--- config.mk ---
export PLATFORM = sky130hd
export DESIGN_NAME = sarseq_top
export DESIGN_NICKNAME = d
export VERILOG_FILES = /design/src/sarseq_pkg.sv /design/src/sarseq_top.sv
export SDC_FILE = /design/constraint.sdc
export NUM_CORES = 1
export LEC_CHECK = 0
export ABC_AREA = 1
export BUFFER_PORTS_ARGS = -buffer_cell sky130_fd_sc_hd__buf_2
export CAP_MARGIN = 25
export CORE_UTILIZATION = 60
export CTS_BUF_LIST = sky130_fd_sc_hd__clkbuf_4
export CTS_CLUSTER_SIZE = 14
export DETAILED_ROUTE_END_ITERATION = 10
export PLACE_DENSITY = 0.88
export SKIP_LAST_GASP = 1
export SLEW_MARGIN = 20
export SYNTH_ARGS = -nofsm -noshare
export SYNTH_HDL_FRONTEND = slang
export SYNTH_SLANG_ARGS = --single-unit
--- constraint.sdc ---
create_clock -name core_clk_i -period 4.48 [get_ports core_clk_i]
set_input_delay 0.672 -clock core_clk_i [delete_from_list [all_inputs] [get_ports core_clk_i]]
set_output_delay 0.672 -clock core_clk_i [all_outputs]
set_load 0.05 [all_outputs]
--- src/sarseq_pkg.sv ---
// sarseq_pkg: constants and carrier types for the SAR conversion sequencer
// assumes a single core clock and a plain strobe-based register port
package sarseq_pkg;

    // ------------------------------------------------------------
    // register port
    // ------------------------------------------------------------
    localparam int ADDR_W = 4;
    localparam int DATA_W = 16;

    localparam logic [3:0] OFF_CTRL   = 4'h0;
    localparam logic [3:0] OFF_CHAN   = 4'h1;
    localparam logic [3:0] OFF_RESULT = 4'h2;
    localparam logic [3:0] OFF_RES_HI = 4'h3;
    localparam logic [3:0] OFF_STATUS = 4'h4;
    localparam logic [3:0] OFF_MASK   = 4'h5;

    localparam logic [7:0] CTRL_RST   = 8'h00;
    localparam logic [4:0] CHAN_RST   = 5'h00;
    localparam logic [0:0] STATUS_RST = 1'h0;
    localparam logic [0:0] MASK_RST   = 1'h0;
    localparam int         STATUS_DONE_BIT = 0;

    // ------------------------------------------------------------
    // channels and timing
    // ------------------------------------------------------------
    localparam logic [4:0] CHAN_GROUP0_LAST = 5'h0e;
    localparam logic [4:0] CHAN_SKIPPED     = 5'h0f;
    localparam logic [4:0] CHAN_GROUP1_LAST = 5'h14;
    localparam logic [4:0] SCAN_BASE_MAX    = 5'h0b;
    localparam logic [1:0] SCAN_LAST_STEP   = 2'h3;
    localparam logic [2:0] SAMPLE_CYC_SPD0  = 3'h7;
    localparam logic [2:0] SAMPLE_CYC_SPD1  = 3'h5;
    localparam logic [3:0] MSB_IDX          = 4'h9;
    localparam logic [3:0] LSB_IDX_10BIT    = 4'h0;
    localparam logic [3:0] LSB_IDX_8BIT     = 4'h2;
    localparam int         RESULT_SHIFT     = 6;

    // ------------------------------------------------------------
    // types
    // ------------------------------------------------------------
    typedef struct packed {
        logic standby_en;
        logic speed;
        logic ref_ext;
        logic res8;
        logic hw_trig;
        logic seq;
        logic scan;
        logic run;
    } sarseq_ctrl_t;

    typedef struct packed {
        logic [4:0] chan;
        logic       sample;
        logic       ref_ext;
        logic [9:0] trial;
    } sarseq_ana_t;

    typedef enum logic [1:0] {
        ST_IDLE,
        ST_SAMPLE,
        ST_CONVERT,
        ST_DONE
    } sarseq_state_t;

endpackage

--- src/sarseq_top.sv ---
// sarseq_top: sequencer for a 10-bit successive-approximation converter
// assumes comparator output is valid in the same cycle the trial code moves
//
// The plain strobed port and the address map were chosen for this implementation.
`timescale 1ns/1ps

// What this block does
// - route one of 20 inputs, 0..14 and 16..20, to sample-and-hold
// - select mode converts the one channel chosen in the channel register
// - scan mode converts four consecutive channels within inputs 0..14
// - every finished conversion, scan steps included, raises done interrupt
// - conversion starts by software write or by the hardware trigger
// - one-shot runs one pass; sequential repeats passes continuously
// - result word holds the 10-bit result in its upper ten bits
// - high-byte register shows the top eight result bits
// - a control bit picks 8-bit or 10-bit resolution
// - in stop mode a hardware trigger wakes and converts without cpu
// - reference select picks supply pair or dedicated reference pins
// - one-shot end clears run bit; software may clear it too
// - sampling lasts 7 cycles at first speed, 5 at second
module sarseq_top #(
    parameter int CHAN_W = 5
) (
    // clock and reset
    input  wire logic                      core_clk_i,
    input  wire logic                      rst_i,
    // register port
    input  wire logic [sarseq_pkg::ADDR_W-1:0] addr_i,
    input  wire logic [sarseq_pkg::DATA_W-1:0] wdata_i,
    input  wire logic                      wr_i,
    input  wire logic                      rd_i,
    output logic [sarseq_pkg::DATA_W-1:0]  rdata_o,
    // system
    input  wire logic                      converter_clock_enable_i,
    input  wire logic                      hw_trigger_i,
    input  wire logic                      stop_mode_i,
    output logic                           stop_release_o,
    output logic                           conversion_done_irq_o,
    // analog front end
    input  wire logic                      cmp_i,
    output sarseq_pkg::sarseq_ana_t        ana_o
);

    // channel decode and refusal compares are written for five bits
    if (CHAN_W != 5) begin : g_chan_w_check
        $error("sarseq_top: CHAN_W must be 5");
    end

    // ------------------------------------------------------------
    // registers
    // ------------------------------------------------------------
    sarseq_pkg::sarseq_ctrl_t  ctrl_reg;
    sarseq_pkg::sarseq_state_t state_reg;
    logic [CHAN_W-1:0]         chan_reg;
    logic [CHAN_W-1:0]         base_reg;
    logic [1:0]                step_reg;
    logic [2:0]                samp_cnt_reg;
    logic [3:0]                bit_idx_reg;
    logic [9:0]                trial_reg;
    logic [9:0]                trial_next;
    logic [9:0]                result_reg;
    logic [0:0]                status_reg;
    logic [0:0]                mask_reg;
    logic [CHAN_W-1:0]         cur_chan;
    logic [3:0]                lsb_idx;
    logic [2:0]                samp_len;
    logic                      start;
    logic                      pass_last;
    logic                      wr_ctrl;
    logic                      done_evt;

    assign wr_ctrl   = wr_i && (addr_i == sarseq_pkg::OFF_CTRL);
    assign lsb_idx   = ctrl_reg.res8 ? sarseq_pkg::LSB_IDX_8BIT
                                     : sarseq_pkg::LSB_IDX_10BIT;
    assign samp_len  = ctrl_reg.speed ? sarseq_pkg::SAMPLE_CYC_SPD1
                                      : sarseq_pkg::SAMPLE_CYC_SPD0;
    // a start needs the clock enable; hardware mode waits for the pulse
    assign start     = ctrl_reg.run && converter_clock_enable_i
                       && (!ctrl_reg.hw_trig || hw_trigger_i);
    assign pass_last = !ctrl_reg.scan
                       || (step_reg == sarseq_pkg::SCAN_LAST_STEP);
    assign done_evt  = (state_reg == sarseq_pkg::ST_DONE);
    assign cur_chan  = ctrl_reg.scan ? base_reg + {3'h0, step_reg}
                                     : base_reg;

    // ------------------------------------------------------------
    // control and channel registers
    // ------------------------------------------------------------
    always_ff @(posedge core_clk_i or posedge rst_i) begin
        if (rst_i) begin
            ctrl_reg <= sarseq_pkg::sarseq_ctrl_t'(sarseq_pkg::CTRL_RST);
        end else if (wr_ctrl) begin
            ctrl_reg <= sarseq_pkg::sarseq_ctrl_t'(wdata_i[7:0]);
        end else if (done_evt && pass_last && !ctrl_reg.seq) begin
            ctrl_reg.run <= 1'b0;
        end
    end

    // the skipped index and anything past the last input are refused
    always_ff @(posedge core_clk_i or posedge rst_i) begin
        if (rst_i) begin
            chan_reg <= sarseq_pkg::CHAN_RST;
        end else if (wr_i && (addr_i == sarseq_pkg::OFF_CHAN)
                     && (wdata_i[4:0] != sarseq_pkg::CHAN_SKIPPED)
                     && (wdata_i[4:0] <= sarseq_pkg::CHAN_GROUP1_LAST)) begin
            chan_reg <= wdata_i[4:0];
        end
    end

    // ------------------------------------------------------------
    // sequencer
    // ------------------------------------------------------------
    always_comb begin
        trial_next = trial_reg;
        if (!cmp_i) begin
            trial_next[bit_idx_reg] = 1'b0;
        end
        if (bit_idx_reg > lsb_idx) begin
            trial_next[bit_idx_reg - 4'h1] = 1'b1;
        end
    end

    always_ff @(posedge core_clk_i or posedge rst_i) begin
        if (rst_i) begin
            state_reg <= sarseq_pkg::ST_IDLE;
        end else if (!ctrl_reg.run || !converter_clock_enable_i) begin
            state_reg <= sarseq_pkg::ST_IDLE;
        end else begin
            unique case (state_reg)
                sarseq_pkg::ST_IDLE: begin
                    if (start) begin
                        state_reg <= sarseq_pkg::ST_SAMPLE;
                    end
                end
                sarseq_pkg::ST_SAMPLE: begin
                    if (samp_cnt_reg == samp_len - 3'h1) begin
                        state_reg <= sarseq_pkg::ST_CONVERT;
                    end
                end
                sarseq_pkg::ST_CONVERT: begin
                    if (bit_idx_reg == lsb_idx) begin
                        state_reg <= sarseq_pkg::ST_DONE;
                    end
                end
                sarseq_pkg::ST_DONE: begin
                    if (!pass_last || ctrl_reg.seq) begin
                        state_reg <= sarseq_pkg::ST_SAMPLE;
                    end else begin
                        state_reg <= sarseq_pkg::ST_IDLE;
                    end
                end
            endcase
        end
    end

    // scan base is clamped so all four channels stay in the first group
    always_ff @(posedge core_clk_i or posedge rst_i) begin
        if (rst_i) begin
            base_reg <= sarseq_pkg::CHAN_RST;
            step_reg <= 2'h0;
        end else if (state_reg == sarseq_pkg::ST_IDLE) begin
            step_reg <= 2'h0;
            if (ctrl_reg.scan && (chan_reg > sarseq_pkg::SCAN_BASE_MAX)) begin
                base_reg <= sarseq_pkg::SCAN_BASE_MAX;
            end else begin
                base_reg <= chan_reg;
            end
        end else if (done_evt && ctrl_reg.scan) begin
            step_reg <= step_reg + 2'h1;
        end
    end

    always_ff @(posedge core_clk_i or posedge rst_i) begin
        if (rst_i) begin
            samp_cnt_reg <= 3'h0;
        end else if (state_reg == sarseq_pkg::ST_SAMPLE) begin
            samp_cnt_reg <= samp_cnt_reg + 3'h1;
        end else begin
            samp_cnt_reg <= 3'h0;
        end
    end

    // one trial bit per cycle, msb first
    always_ff @(posedge core_clk_i or posedge rst_i) begin
        if (rst_i) begin
            trial_reg   <= 10'h000;
            bit_idx_reg <= sarseq_pkg::MSB_IDX;
        end else if (state_reg == sarseq_pkg::ST_CONVERT) begin
            trial_reg   <= trial_next;
            bit_idx_reg <= bit_idx_reg - 4'h1;
        end else begin
            trial_reg   <= 10'h200;
            bit_idx_reg <= sarseq_pkg::MSB_IDX;
        end
    end

    // only a finished code is stored, never a partial one
    always_ff @(posedge core_clk_i or posedge rst_i) begin
        if (rst_i) begin
            result_reg <= 10'h000;
        end else if (state_reg == sarseq_pkg::ST_CONVERT
                     && bit_idx_reg == lsb_idx) begin
            result_reg <= trial_next;
        end
    end

    // ------------------------------------------------------------
    // interrupt
    // ------------------------------------------------------------
    // set wins over a write-one clear in the same cycle
    always_ff @(posedge core_clk_i or posedge rst_i) begin
        if (rst_i) begin
            status_reg <= sarseq_pkg::STATUS_RST;
        end else begin
            status_reg <= (status_reg
                           & ~((wr_i && addr_i == sarseq_pkg::OFF_STATUS)
                               ? wdata_i[0:0] : 1'b0))
                          | done_evt;
        end
    end

    always_ff @(posedge core_clk_i or posedge rst_i) begin
        if (rst_i) begin
            mask_reg <= sarseq_pkg::MASK_RST;
        end else if (wr_i && addr_i == sarseq_pkg::OFF_MASK) begin
            mask_reg <= wdata_i[0:0];
        end
    end

    assign conversion_done_irq_o = |(status_reg & mask_reg);

    // ------------------------------------------------------------
    // read port
    // ------------------------------------------------------------
    always_ff @(posedge core_clk_i or posedge rst_i) begin
        if (rst_i) begin
            rdata_o <= 16'h0000;
        end else if (rd_i) begin
            unique case (addr_i)
                sarseq_pkg::OFF_CTRL:   rdata_o <= {8'h00, ctrl_reg};
                sarseq_pkg::OFF_CHAN:   rdata_o <= {11'h000, chan_reg};
                sarseq_pkg::OFF_RESULT:
                    rdata_o <= {result_reg, 6'h00};
                sarseq_pkg::OFF_RES_HI:
                    rdata_o <= {8'h00, result_reg[9:2]};
                sarseq_pkg::OFF_STATUS: rdata_o <= {15'h0000, status_reg};
                sarseq_pkg::OFF_MASK:   rdata_o <= {15'h0000, mask_reg};
                default:                rdata_o <= 16'h0000;
            endcase
        end else begin
            rdata_o <= 16'h0000;
        end
    end

    // ------------------------------------------------------------
    // analog and system outputs
    // ------------------------------------------------------------
    always_comb begin
        ana_o.chan    = cur_chan;
        ana_o.sample  = (state_reg == sarseq_pkg::ST_SAMPLE);
        ana_o.ref_ext = ctrl_reg.ref_ext;
        ana_o.trial   = trial_reg;
    end

    // held for the whole standby conversion so the cpu stays asleep
    // until the sequencer is back in idle after the done state
    assign stop_release_o = stop_mode_i && ctrl_reg.standby_en
                            && ctrl_reg.hw_trig
                            && ((state_reg != sarseq_pkg::ST_IDLE)
                                || start);
endmodule // sarseq_top

### Word level (Yosys, flattened, before mapping)

Cells that the tools add are included.
W data, S select, Z words.

* bits in registers: 67
* bits of input ports: 28
* output and inout bits: 35

* add/sub/neg operators: 5
* magnitude comparators: 7
* equal/unequal tests: 15
* mux-type cells: 26
* bitwise logic cells: 7
* reductions and logical operators: 35

Operators with widths (number)
* $pmux W16 S6: 1
* $mux W10: 3
* $logic_and A1 B1 Y1: 18
* $mux W16: 1
* $mux W2: 8
* $and A10 B10 Y10: 1
* $lt A4 B5 Y1 const B: 2
* $mux W5: 2
* $not A10 Y10: 1
* $or A10 B10 Y10: 1
* $demux W1 S4: 2
* $eq A4 B2 Y1 const B: 2
* $eq A4 B3 Y1 const B: 2
* $ge A4 B1 Y1 const B: 2
* $pmux W2 S4: 1
* $eq A2 B2 Y1 const B: 3
* $logic_not A1 Y1: 6
* $mux W1: 6
* $ne A3 B3 Y1 const B: 2
* $reduce_bool A2 Y1: 3
* $add A5 B2 Y5: 1
* $gt A5 B4 Y1 const B: 1
* $le A5 B5 Y1 const B: 1
* $logic_or A1 B1 Y1: 5
* other kinds (19): 20

### Longest topological paths before layout

* depth after elaboration: 10
* gate-level depth with buffers: 9
* gate-level depth less buffers: 9

### Worst setup path after synthesis

Ideal clock, no wire load.

* path kind: reg2out
* from: register step_reg[0]
* to: output port ana_o[13] (netlist bit)
* data arrival time: 2.145 ns
* setup slack: 1.663 ns
* stages on the path, launching flop included: 5
* path buffers: 0
* cell sequence: dfrtp_1 ha_1 inv_1 fa_1 o21ai_0

RTL lines
* start, declared: line sarseq_top.sv:56 `logic [1:0] step_reg;`
* start signal, assigned: line sarseq_top.sv:169 `step_reg <= step_reg + 2'h1;`
* end, declared: line sarseq_top.sv:41 `output sarseq_pkg::sarseq_ana_t ana_o`

==> flow_summary_export.csv <==
group,metric,value,unit
status,status,"finished, final reports clean",
synthesis,yosysMostFrequentCell,"nand2_1",
sta,finalSetupViolCount,0,
routing,vias,2896,
synthesis,synthTopCellsByCount,"nand2_1, dfrtp_1, inv_1",
sta,layout_worst_path_cycle_share,0.613,
cts,post-cts-setup-buffers,0,
synthesis,ys.flop_type,"dfrtp_1",
synthesis,synth_top_area_share,0.478,
critical_path,required,3.81,ns
critical_path,reg2reg_from,"bit_idx_reg[0]",
floorplanning,coreArea,0.00547,mm2
routing,antenna_left,0,
power,ir_drop,227,uV
routing,drt_iter0_drc,239,
critical_path,crit_type,"flip-flop to output port",
cells_and_area,stdcell_area,0.00391,mm2
critical_path,worst-r2r-cell-count,9,
global_routing,antenna_found_initial,0,
synthesis,synth-seq-cells,67,
synthesis,ys_warn_count,0,
power,switching_share,0.329,
synthesis,syn-cell-area,0.00340,mm2
critical_path,crit_path_start_kind,"flip-flop",
min_path,min_path_type,"input port to asynchronous set/reset pin",
cts,cts_made_buffers,9,
sta,relSlewSlack,0.481,
cts,clk_latency,0.41,ns
synthesis,seq_area_frac_synth,0.493,
synthesis,syn_nets,453,
placed_design,postPlaceCellArea,0.00373,mm2
sta,hold_viol_final,0,
power,powerDensity,393,mW/mm2
cts,cts_resized,0,
power,cellLeakagePower,2.20,nW
sta,timing.fmax,0.364,GHz
placed_design,hpwl,5530,um
sta,grt_setup_unrepaired,"no",
power,pwr-share-clk,0.327,
synthesis,yosys.area.top_type,"dfrtp_1",
cts,h-tree-depth,3,
global_routing,grt_pass1_wl,13100,um
cts,cts-root-buf,"clkbuf_4",
placed_design,io_buffers,54,
synthesis,synthTopCellsByArea,"dfrtp_1, nand2_1, ha_1, inv_1, nand3_1",
sta,fin_worst_skew,0.0120,ns
global_routing,grt_max_degree,37,
floorplanning,die_h,77.3,um
sta,tightest_slew,0.774,ns
synthesis,synthCells,408,
critical_path,crit_path_end_kind,"output port",
critical_path,cp_max_fo,3,
global_routing,grt_overflow,0,
sta,fin_crit,2.74,ns
power,seqPwrFrac,0.465,
cts,holdBufCountCts,0,
cts,cts.sinks,67,
synthesis,syn_area_per_cell,8.34,um2
floorplanning,die_w,77.3,um
floorplanning,io-pin-count,63,
cts,path_clk_slew,0.11,ns
routing,wl,7620,um
cells_and_area,largest_reg_flops,16,
global_routing,grt_usage,0.285,
routing,avgRoutedWirePerCell,14.0,um
critical_path,arrival,2.07,ns
sta,whs,0.336,ns
floorplanning,start_util,0.622,
power,p_switching,0.505,mW
sta,maxSlewViolCount,0,
cells_and_area,diodes,0,
critical_path,critPathLaunch,"base_reg[0]",
placed_design,gp_congestion,0.896,
floorplanning,rows,27,
routing,vias_per_cell,5.33,
cells_and_area,nets,511,
sta,setup-tns-final,0,ns
routing,drc_errors,0,
synthesis,synth.distinct_cells,33,
cts,cts_tree,"yes",
flow_run,drv_cap,0,
global_routing,first_global_vias,2803,
synthesis,async_flop_share,1.00,
cells_and_area,syn_to_final_growth,14.9,%
power,pwr-share-comb,0.208,
power,p_int,1.03,mW
floorplanning,dieArea,0.00598,mm2
synthesis,synth_edf_count,0,
critical_path,rrSetupSlack,2.51,ns
cts,clock_path_buffers,2,
routing,dr.pass1.iters,4,
cells_and_area,layout-drive-gt1-share,0.193,
## critical path, stage by stage (launching register included)
cell     delay [ns]
dfrtp_1        0.41
ha_1           0.19
inv_1          0.06
fa_1           0.36
inv_1          0.08
nand4_1        0.10
xor2_1         0.17
inv_1          0.05
buf_2          0.25
## logic make-up (layout without fill, tap and decap cells)
logic type	after synthesis	in the layout	share of synthesized area
buf+inv	65	128	0.0746
simple gates	207	207	0.267
flops	67	67	0.493
compound gates	47	47	0.0871
xor+xnor	5	5	0.0129
fa+ha+maj	17	17	0.0647
## metal layers
metal  vias to the layer above  GRT usage  routed length (um)
met5                         -          0                   0
li1                       1406          -                   -
met4                         0      0.117                 213
met3                        24     0.0548                 413
met2                       108      0.454                3600
met1                      1358      0.382                3390
## worst paths after layout
kind | endpoint
max in group asynchronous | result_reg[1]
setup reg to reg | result_reg[4]
hold reg to reg | samp_cnt_reg[0]
min in group core_clk_i | samp_cnt_reg[0]
setup / recovery | ana_o[16]
hold / removal | mask_reg
## power by group through the flow
stage	Sequential, mW	Clock, mW	Combinational [mW]
floorplan	0.720	0	0.235
global placement	0.721	0	0.304
detailed placement	0.723	0	0.315
CTS	0.713	0.505	0.318
global route	0.723	0.534	0.353
finish	0.715	0.502	0.319
## layout make-up
cell class              instances  area (um2)
repair buffers                 55         278
well taps                      72        90.1
inverters                      57         214
clock buffers                  10        75.1
flip-flops and latches         67        1680
clock inverters                 6         104
fillers                       421        1560
multi-input cells             276        1470
## per-stage QoR
stage	utilization	power (mW)	cells	worst slack [ns]
CTS	0.714	1.54	543	1.74
global placement	0.682	1.03	527	2.14
global route	0.714	1.61	543	1.63
detailed placement	0.682	1.04	527	2.08
finish	0.714	1.54	543	1.74
floorplan	-	0.955	408	1.66
## cell usage in the layout (no fill, tap or decap), types with 7 or more instances in the layout
cell,n
inv_2,8
o21ai_0,8
nand3_1,31
and2_1,8
dfrtp_1,65
nor2_1,37
nand2_1,112
o21ai_1,7
inv_1,49
buf_2,54
a21oi_1,7
clkbuf_4,10
ha_1,16
o21bai_1,10
Power figures use the tool's default switching activity.
